==> src/core/bwhdp_pkg.sv <==
// constants and types for the byte-wide host data port
package bwhdp_pkg;
  localparam logic [15:0] DATA_PORT_ADDR = 16'h3806;
  localparam logic [15:0] STATUS_PORT_ADDR = 16'h3807;
  localparam logic [15:0] STATUS_RESET = 16'h0301;
  localparam int BIT_STALL_EN = 10;
  localparam int BIT_OUT_MASK = 9;
  localparam int BIT_IN_MASK = 8;
  localparam int BIT_USER_B = 7;
  localparam int BIT_USER_A = 6;
  localparam int BIT_HRD_ERR = 5;
  localparam int BIT_HWR_ERR = 4;
  localparam int BIT_ST_ERR = 3;
  localparam int BIT_LD_ERR = 2;
  localparam int BIT_OUT_RDY = 1;
  localparam int BIT_IN_FREE = 0;
  localparam int RSVD_LSB = 11;
  localparam logic [4:0] RSVD_READ = 5'h00;

  typedef enum logic [1:0] {
    BWHDP_ADDR_DATA_LO = 2'h0,
    BWHDP_ADDR_DATA_HI = 2'h1,
    BWHDP_ADDR_STAT_LO = 2'h2,
    BWHDP_ADDR_STAT_HI = 2'h3
  } bwhdp_addr_type;

  // processor side peripheral bus access
  typedef struct packed {
    logic rd;
    logic wr;
    logic [15:0] addr;
    logic [15:0] wdata;
  } bwhdp_cpu_req_type;

  // host pins sampled on clk_sys
  typedef struct packed {
    logic port_select_n;
    logic read_strobe_n;
    logic write_strobe_n;
    logic reg_select;
    logic byte_select;
    logic [7:0] data_in;
  } bwhdp_host_in_type;
endpackage

==> src/core/bwhdp_top.sv <==
// byte-wide host data port: peripheral bus registers and host pin logic
`timescale 1ns/1ps
// What this block does
// - store loads outbound word; host reads bytes
// - load returns inbound word; host writes bytes
// - status resets to 0x0301
// - status bits 15-11 ignore writes
// - stall enabled access while buffer not ready
// - bit 9 masks outbound ready output high
// - bit 8 masks inbound ready output high
// - host data read while not ready sets error
// - host data write while not free sets error
// - store while ready sets store error
// - load while free sets load error
// - error flags sticky until reset or zero-write
// - ready sets on store, clears upper read
// - free sets on load, clears upper write
// - host address lines select register and byte
// - host read and write address decode
// - store drives outbound ready output low
// - upper read clears ready, raises drained irq
// - data bus released while select high
// - ready output rises on upper read strobe fall
// - upper write clears free, raises filled irq
module bwhdp_top (
  input wire logic clk_sys,
  input wire logic rst_n,
  input wire bwhdp_pkg::bwhdp_cpu_req_type cpu_req,
  output logic [15:0] cpu_rdata,
  output logic cpu_wait,
  input wire bwhdp_pkg::bwhdp_host_in_type host_in,
  output logic [7:0] port_data_bus_o,
  output logic port_data_bus_oe,
  output logic outbound_ready_n,
  output logic inbound_free_n,
  output logic outbound_drained_irq,
  output logic inbound_filled_irq
);
  import bwhdp_pkg::*;

  logic [15:0] out_buf_q;
  logic [15:0] in_buf_q;
  logic access_stall_enable_q;
  logic outbound_ready_mask_q;
  logic inbound_free_mask_q;
  logic user_flag_b_q;
  logic user_flag_a_q;
  logic host_read_error_q;
  logic host_write_error_q;
  logic store_error_q;
  logic load_error_q;
  logic outbound_ready_flag_q;
  logic inbound_free_flag_q;
  logic rd_strobe_q;
  logic wr_strobe_q;
  logic [15:0] status_word;
  logic data_sel;
  logic stat_sel;
  logic store_req;
  logic load_req;
  logic store_go;
  logic load_go;
  logic stat_wr;
  logic host_rd_act;
  logic host_wr_act;
  logic host_rd_fall;
  logic host_wr_rise;
  logic host_wr_fall;
  logic host_rd_hi_fall;
  logic host_wr_hi_fall;
  bwhdp_addr_type host_addr;

  // equality helper shared by both register decodes
  function automatic logic addr_hit(input logic [15:0] a, input logic [15:0] ref_a);
    addr_hit = (a == ref_a);
  endfunction

  // strobe edge aimed at the upper data byte; this is what moves the flags
  function automatic logic upper_data_edge(input logic edge_seen, input logic [1:0] a);
    return edge_seen && (a == BWHDP_ADDR_DATA_HI);
  endfunction

  assign data_sel = addr_hit(cpu_req.addr, DATA_PORT_ADDR);
  assign stat_sel = addr_hit(cpu_req.addr, STATUS_PORT_ADDR);
  assign store_req = cpu_req.wr && data_sel;
  assign load_req = cpu_req.rd && data_sel;
  assign stat_wr = cpu_req.wr && stat_sel;

  // a stalled access retries each cycle; it takes effect only when released
  always_comb begin
    cpu_wait = 1'b0;
    if (access_stall_enable_q) begin
      if (store_req && outbound_ready_flag_q) begin
        cpu_wait = 1'b1;
      end else if (load_req && inbound_free_flag_q) begin
        cpu_wait = 1'b1;
      end
    end
  end
  assign store_go = store_req && !cpu_wait;
  assign load_go = load_req && !cpu_wait;

  // host decode; both strobes low selects nothing
  assign host_addr = bwhdp_addr_type'({host_in.reg_select, host_in.byte_select});
  assign host_rd_act = !host_in.port_select_n && !host_in.read_strobe_n
                       && host_in.write_strobe_n;
  assign host_wr_act = !host_in.port_select_n && !host_in.write_strobe_n
                       && host_in.read_strobe_n;
  assign host_rd_fall = host_rd_act && !rd_strobe_q;
  // write data latched at strobe end, when the host data is settled
  assign host_wr_rise = wr_strobe_q && !host_wr_act;
  assign host_wr_fall = host_wr_act && !wr_strobe_q;
  assign host_rd_hi_fall = upper_data_edge(host_rd_fall, host_addr);
  assign host_wr_hi_fall = upper_data_edge(host_wr_fall, host_addr);

  always_ff @(posedge clk_sys) begin
    if (!rst_n) begin
      rd_strobe_q <= 1'b0;
      wr_strobe_q <= 1'b0;
    end else begin
      rd_strobe_q <= host_rd_act;
      wr_strobe_q <= host_wr_act;
    end
  end

  logic [1:0] wr_addr_q;
  always_ff @(posedge clk_sys) begin
    if (!rst_n) begin
      wr_addr_q <= 2'h0;
    end else if (host_wr_act) begin
      wr_addr_q <= host_addr;
    end
  end

  logic [7:0] wr_data_q;
  always_ff @(posedge clk_sys) begin
    if (!rst_n) begin
      wr_data_q <= 8'h00;
    end else if (host_wr_act) begin
      wr_data_q <= host_in.data_in;
    end
  end

  logic host_wr_data_lo;
  logic host_wr_data_hi;
  assign host_wr_data_lo = host_wr_rise && (wr_addr_q == BWHDP_ADDR_DATA_LO);
  assign host_wr_data_hi = host_wr_rise && (wr_addr_q == BWHDP_ADDR_DATA_HI);

  // outbound word
  always_ff @(posedge clk_sys) begin
    if (!rst_n) begin
      out_buf_q <= 16'h0000;
    end else if (store_go) begin
      out_buf_q <= cpu_req.wdata;
    end
  end

  // inbound word, filled byte by byte
  always_ff @(posedge clk_sys) begin
    if (!rst_n) begin
      in_buf_q <= 16'h0000;
    end else if (host_wr_data_lo) begin
      in_buf_q[7:0] <= wr_data_q;
    end else if (host_wr_data_hi) begin
      in_buf_q[15:8] <= wr_data_q;
    end
  end

  assign status_word = {RSVD_READ, access_stall_enable_q, outbound_ready_mask_q,
                        inbound_free_mask_q, user_flag_b_q, user_flag_a_q,
                        host_read_error_q, host_write_error_q, store_error_q,
                        load_error_q, outbound_ready_flag_q, inbound_free_flag_q};

  // control bits; reserved bits have no storage
  always_ff @(posedge clk_sys) begin
    if (!rst_n) begin
      access_stall_enable_q <= STATUS_RESET[BIT_STALL_EN];
      outbound_ready_mask_q <= STATUS_RESET[BIT_OUT_MASK];
      inbound_free_mask_q <= STATUS_RESET[BIT_IN_MASK];
      user_flag_b_q <= STATUS_RESET[BIT_USER_B];
      user_flag_a_q <= STATUS_RESET[BIT_USER_A];
    end else if (stat_wr) begin
      access_stall_enable_q <= cpu_req.wdata[BIT_STALL_EN];
      outbound_ready_mask_q <= cpu_req.wdata[BIT_OUT_MASK];
      inbound_free_mask_q <= cpu_req.wdata[BIT_IN_MASK];
      user_flag_b_q <= cpu_req.wdata[BIT_USER_B];
      user_flag_a_q <= cpu_req.wdata[BIT_USER_A];
    end
  end

  // sticky errors: a set in the same cycle as a program clear wins
  logic hrd_err_set;
  logic hwr_err_set;
  assign hrd_err_set = host_rd_fall && !host_addr[1] && !outbound_ready_flag_q;
  // checked at strobe fall: an upper write clears the free flag on that same edge
  assign hwr_err_set = host_wr_fall && !host_addr[1] && !inbound_free_flag_q;

  always_ff @(posedge clk_sys) begin
    if (!rst_n) begin
      host_read_error_q <= STATUS_RESET[BIT_HRD_ERR];
      host_write_error_q <= STATUS_RESET[BIT_HWR_ERR];
      store_error_q <= STATUS_RESET[BIT_ST_ERR];
      load_error_q <= STATUS_RESET[BIT_LD_ERR];
    end else begin
      if (hrd_err_set) begin
        host_read_error_q <= 1'b1;
      end else if (stat_wr) begin
        host_read_error_q <= host_read_error_q & cpu_req.wdata[BIT_HRD_ERR];
      end
      if (hwr_err_set) begin
        host_write_error_q <= 1'b1;
      end else if (stat_wr) begin
        host_write_error_q <= host_write_error_q & cpu_req.wdata[BIT_HWR_ERR];
      end
      if (store_go && outbound_ready_flag_q) begin
        store_error_q <= 1'b1;
      end else if (stat_wr) begin
        store_error_q <= store_error_q & cpu_req.wdata[BIT_ST_ERR];
      end
      if (load_go && inbound_free_flag_q) begin
        load_error_q <= 1'b1;
      end else if (stat_wr) begin
        load_error_q <= load_error_q & cpu_req.wdata[BIT_LD_ERR];
      end
    end
  end

  // handshake flags; program writes to them are ignored
  // a store in the same cycle as an upper read wins; the new word is kept
  always_ff @(posedge clk_sys) begin
    if (!rst_n) begin
      outbound_ready_flag_q <= STATUS_RESET[BIT_OUT_RDY];
    end else if (store_go) begin
      outbound_ready_flag_q <= 1'b1;
    end else if (host_rd_hi_fall) begin
      outbound_ready_flag_q <= 1'b0;
    end
  end

  // free flag drops at the upper strobe fall so a second word cannot slip in
  always_ff @(posedge clk_sys) begin
    if (!rst_n) begin
      inbound_free_flag_q <= STATUS_RESET[BIT_IN_FREE];
    end else if (load_go) begin
      inbound_free_flag_q <= 1'b1;
    end else if (host_wr_hi_fall) begin
      inbound_free_flag_q <= 1'b0;
    end
  end

  // interrupt pulses, one cycle each
  always_ff @(posedge clk_sys) begin
    if (!rst_n) begin
      outbound_drained_irq <= 1'b0;
    end else begin
      outbound_drained_irq <= host_rd_hi_fall;
    end
  end

  // filled pulse waits for the committed byte, so a handler loads a whole word
  always_ff @(posedge clk_sys) begin
    if (!rst_n) begin
      inbound_filled_irq <= 1'b0;
    end else begin
      inbound_filled_irq <= host_wr_data_hi;
    end
  end

  // ready pins from flops: forced high in reset; masks reset to 1 keep them high after
  always_ff @(posedge clk_sys) begin
    if (!rst_n) begin
      outbound_ready_n <= 1'b1;
      inbound_free_n <= 1'b1;
    end else begin
      outbound_ready_n <= !(outbound_ready_flag_d() && !outbound_ready_mask_d());
      inbound_free_n <= !(inbound_free_flag_d() && !inbound_free_mask_d());
    end
  end

  // next values so the pins move on the same edge as the flags
  function automatic logic outbound_ready_flag_d();
    if (store_go) begin
      return 1'b1;
    end else if (host_rd_hi_fall) begin
      return 1'b0;
    end
    return outbound_ready_flag_q;
  endfunction

  function automatic logic inbound_free_flag_d();
    if (load_go) begin
      return 1'b1;
    end else if (host_wr_hi_fall) begin
      return 1'b0;
    end
    return inbound_free_flag_q;
  endfunction

  function automatic logic outbound_ready_mask_d();
    return stat_wr ? cpu_req.wdata[BIT_OUT_MASK] : outbound_ready_mask_q;
  endfunction

  function automatic logic inbound_free_mask_d();
    return stat_wr ? cpu_req.wdata[BIT_IN_MASK] : inbound_free_mask_q;
  endfunction

  // host read data, registered
  always_ff @(posedge clk_sys) begin
    if (!rst_n) begin
      port_data_bus_o <= 8'h00;
    end else if (host_rd_act) begin
      unique case (host_addr)
        BWHDP_ADDR_DATA_LO: port_data_bus_o <= out_buf_q[7:0];
        BWHDP_ADDR_DATA_HI: port_data_bus_o <= out_buf_q[15:8];
        BWHDP_ADDR_STAT_LO: port_data_bus_o <= status_word[7:0];
        BWHDP_ADDR_STAT_HI: port_data_bus_o <= status_word[15:8];
      endcase
    end
  end

  // drive only during a qualified read cycle
  always_ff @(posedge clk_sys) begin
    if (!rst_n) begin
      port_data_bus_oe <= 1'b0;
    end else begin
      port_data_bus_oe <= host_rd_act;
    end
  end

  // processor read data
  always_ff @(posedge clk_sys) begin
    if (!rst_n) begin
      cpu_rdata <= 16'h0000;
    end else if (load_go) begin
      cpu_rdata <= in_buf_q;
    end else if (cpu_req.rd && stat_sel) begin
      cpu_rdata <= status_word;
    end
  end
endmodule // bwhdp_top

==> config.mk <==
export PLATFORM = sky130hd
export DESIGN_NAME = bwhdp_top
export DESIGN_NICKNAME = d
export VERILOG_FILES = /design/src/core/bwhdp_pkg.sv /design/src/core/bwhdp_top.sv
export SDC_FILE = /design/constraint.sdc
export NUM_CORES = 1
export LEC_CHECK = 0
export BUFFER_PORTS_ARGS = -buffer_cell sky130_fd_sc_hd__buf_2
export CAP_MARGIN = 40
export CORE_MARGIN = 1
export CORE_UTILIZATION = 35
export CTS_BUF_LIST = sky130_fd_sc_hd__clkbuf_4 sky130_fd_sc_hd__clkbuf_8 sky130_fd_sc_hd__clkbuf_16
export CTS_CLUSTER_SIZE = 25
export DETAILED_ROUTE_END_ITERATION = 8
export SKIP_CTS_REPAIR_TIMING = 1
export SYNTH_ARGS = -nofsm -noshare
export SYNTH_HDL_FRONTEND = slang
export SYNTH_SLANG_ARGS = --single-unit
==> constraint.sdc <==
create_clock -name clk_sys -period 3.6 [get_ports clk_sys]
set_input_delay 0.18 -clock clk_sys [delete_from_list [all_inputs] [get_ports clk_sys]]
set_output_delay 0.18 -clock clk_sys [all_outputs]
set_load 0.005 [all_outputs]
==> reports/results.md <==
Die
• 99.52 um — Die Height
• 9903 um^2 — area of the die
• 36.02% — initial cell density of the core
• 9240 um^2 — standard cell core area
• 99.52 um — chip width
• 79 — top-level I/O count
• 35 — Site Rows

Setup path
• input port to register — kind of critical path
• 2.26 ns — critical path data arrival time
• 3.81 ns — CP Data Required Time
• register — kind of end point of the critical path
• 24 — largest fanout of any net on the critical path
• input port — Startpoint Class

Clock tree
• 0.08 ns — clock-pin slew on the worst setup and hold paths
• 3 — number of H-tree branching levels
• 9 — CTS buffer count
• 83 — clock sink total
• 2 — maximum buffer depth of the clock tree
• sky130_fd_sc_hd__clkbuf_8 — root buf cell
• done — TritonCTS clock tree
• 0.35 ns — clock latency on the worst-skew pair

Timing
• 0 — # setup viols final
• 0.8410 ns — measured slew at the worst slew-check pin
• 0.007963 ns — worst-case clock skew
• 0 — final-report hold violation count
• 56.83% — portion of the clock cycle consumed by the worst path in the final layout
• false — RSZ-0062 raised after global routing
• 1.554 ns — post-layout worst setup margin
• 0 — number of slew-limit violations in the final report
• 43.76% — headroom to the max-slew limit
• 0 ns — final setup TNS
• 2.046 ns — shortest clock period the worst path allows after layout
• 488.8 MHz — Max Clock Freq

Route
• 4.939 — Vias per Instance
• 7915 um — routed wire length
• 2,741 — number of vias after detailed routing
• 14.26 um — WL/cell
• 0 — DRC Markers
• 4 — number of optimization iterations in the first detailed-route pass
• 117 — First DRT Iteration DRCs
• 0 — Detail Route Antenna Nets

Place
• 5636 um — post-detail-place hpwl
• 0.7359 — RD Place Congestion
• 78 — Port Buf Inserts
• 1.224 ns — Setup WS pre-CTS

Global route
• 16.86% — total routing usage reported by global routing
• 0 — remaining global-route overflow
• 2,593 — via count of the first global-routing pass
• 0 — initial antenna violation count
• 12,810 um — global-route wire length before repair
• 40 — largest net degree at the start of global routing

Synth
• 0 — number of flops mapped to enable cells by yosys
• 352 — number of standard cells after synthesis
• 83 — number of storage elements in the synthesis netlist
• 9.455 um^2 — synthesized area per cell
• 39 — unique cell type count in the Yosys netlist
• 0% — fraction of synthesis flops using an asynchronous set or reset pin
• 401 — nets in the synthesized netlist
• 49.92% — proportion of synthesized chip area in sequential cells
• sky130_fd_sc_hd__dfxtp_1 — cell type with the largest total area after synthesis
• 3328 um^2 — Syn Std Cell Area
• 49.92% — post-synth top area share
• 0 — number of warnings reported in the yosys synthesis log
• sky130_fd_sc_hd__dfxtp_1 (50%), sky130_fd_sc_hd__mux2i_1 (15%), sky130_fd_sc_hd__nand2_1 (5.3%), sky130_fd_sc_hd__nor2_1 (5.2%), sky130_fd_sc_hd__a21oi_1 (4.1%) — dominant cells by area after synthesis
• sky130_fd_sc_hd__dfxtp_1 — dominant register cell in the synthesized netlist

Status
• completed — run status

Cells and area
• 471 — final-stage net count
• 0 — diodes inserted
• 25.59% — fraction of layout cells with a size suffix above 1
• 21.95% — area added between synthesis and finish

Worst hold path
• input port to register — Min-Delay Path Class

Pwr
• 0.1871 mV — maximum vdd drop
• 454.2 nW/um^2 — power per cell area
• 1.844 mW — overall power
• 1.874 nW — Leakage

Flow run
• 0 — number of max-capacitance violations reported

cells by family after synthesis:
group           synth area share (%)
simple gates                   17.71
flops                          49.92
compound gates                 10.83
buf+inv                        3.420
mux                            18.12
routing by layer:
metal	vias to the layer above	part of all wire, %	global-route usage, %
li1	1388	-	-
met1	1272	48	21.82
met2	70	45	27.03
met3	11	5.3	3.443
met4	0	2.2	7.919
met5	-	0	0
cells in the mapped netlist, types with 2 or more instances:
master	number
sky130_fd_sc_hd__dfxtp_1	83
sky130_fd_sc_hd__mux2i_1	49
sky130_fd_sc_hd__nand2_1	47
sky130_fd_sc_hd__nor2_1	46
sky130_fd_sc_hd__a21oi_1	27
sky130_fd_sc_hd__clkbuf_1	18
sky130_fd_sc_hd__o21ai_0	12
sky130_fd_sc_hd__nand3_1	6
sky130_fd_sc_hd__o211ai_1	5
sky130_fd_sc_hd__o22ai_1	5
sky130_fd_sc_hd__a221oi_1	4
sky130_fd_sc_hd__inv_1	4
sky130_fd_sc_hd__mux2_2	4
sky130_fd_sc_hd__nor3_1	4
sky130_fd_sc_hd__mux4_2	3
sky130_fd_sc_hd__nand4_1	3
sky130_fd_sc_hd__o21ai_1	3
sky130_fd_sc_hd__o31ai_1	3
sky130_fd_sc_hd__or3_1	3
sky130_fd_sc_hd__buf_6	2
sky130_fd_sc_hd__nor4_2	2
sky130_fd_sc_hd__nor4b_1	2
area by class of cell:
cell class / instances / area (um^2)
tap: 129 / 161.4
clock buffer: 11 / 151.4
inverter: 4 / 15.01
multi-input combinational: 243 / 1559
sequential: 83 / 1662
timing repair buffer: 81 / 412.9
fill: 918 / 5181
clock inverter: 4 / 97.59
stage by stage:
| stage | std cells | hold WS, ns | util [%] | area [um^2] |
|---|---|---|---|---|
| after floorplan | 352 | 0.2841 | - | 3328 |
| after CTS | 555 | 0.03808 | 43.93 | 4059 |
| after global routing | 555 | 0.04414 | 43.93 | 4059 |
| after global placement | 540 | 0.4133 | 41.23 | 3810 |
| final | 555 | 0.05487 | 43.93 | 4059 |
| after detailed placement | 540 | 0.4184 | 41.23 | 3810 |
power by group:
| part | switching, mW | internal, mW | leakage, nW |
|---|---|---|---|
| registers | 0.00632 | 0.926 | 0.670 |
| logic | 0.0561 | 0.0404 | 1.08 |
| clock network | 0.320 | 0.495 | 0.122 |
flip-flops by register name, indices dropped and copies added, names as in the netlist, 2 cells and up:
signal and cells:
in_buf_q 16, cpu_rdata 16, out_buf_q 16, wr_data_q 8, wr_addr_q 2, port_data_bus_o 8
path summary, 6_finish.rpt:
path                         startpoint                  to  slack (ns)  cells after the start
setup / recovery            cpu_req[21]       cpu_rdata[10]        1.55                      6
hold / removal              cpu_req[11]       out_buf_q[11]        0.05                      3
setup reg to reg  outbound_ready_flag_q       cpu_rdata[10]        1.58                      5
hold reg to reg      port_data_bus_o[1]  port_data_bus_o[1]        0.46                      2
worst max-delay path, stage by stage:
cell	delay [ns]
sky130_fd_sc_hd__buf_2	0.10
sky130_fd_sc_hd__or4b_4	0.55
sky130_fd_sc_hd__nor2_1	0.22
sky130_fd_sc_hd__nand4_1	0.70
sky130_fd_sc_hd__o21ai_0	0.45
sky130_fd_sc_hd__a21oi_1	0.07
cell usage in the layout, fill, tap and decap left out, types with 2 or more instances in the layout:
cell,instances
sky130_fd_sc_hd__a21oi_1,27
sky130_fd_sc_hd__a221oi_1,4
sky130_fd_sc_hd__buf_2,78
sky130_fd_sc_hd__buf_4,3
sky130_fd_sc_hd__bufinv_16,3
sky130_fd_sc_hd__clkbuf_8,11
sky130_fd_sc_hd__dfxtp_1,83
sky130_fd_sc_hd__inv_1,4
sky130_fd_sc_hd__mux2_2,4
sky130_fd_sc_hd__mux2i_1,49
sky130_fd_sc_hd__mux4_2,3
sky130_fd_sc_hd__nand2_1,47
sky130_fd_sc_hd__nand3_1,6
sky130_fd_sc_hd__nand4_1,3
sky130_fd_sc_hd__nor2_1,46
sky130_fd_sc_hd__nor3_1,4
sky130_fd_sc_hd__nor4_2,2
sky130_fd_sc_hd__o211ai_1,5
sky130_fd_sc_hd__o21ai_0,12
sky130_fd_sc_hd__o21ai_1,3
sky130_fd_sc_hd__o22ai_1,5
sky130_fd_sc_hd__o31ai_1,3
sky130_fd_sc_hd__or3_1,3
(Power assumes the default switching activity.)
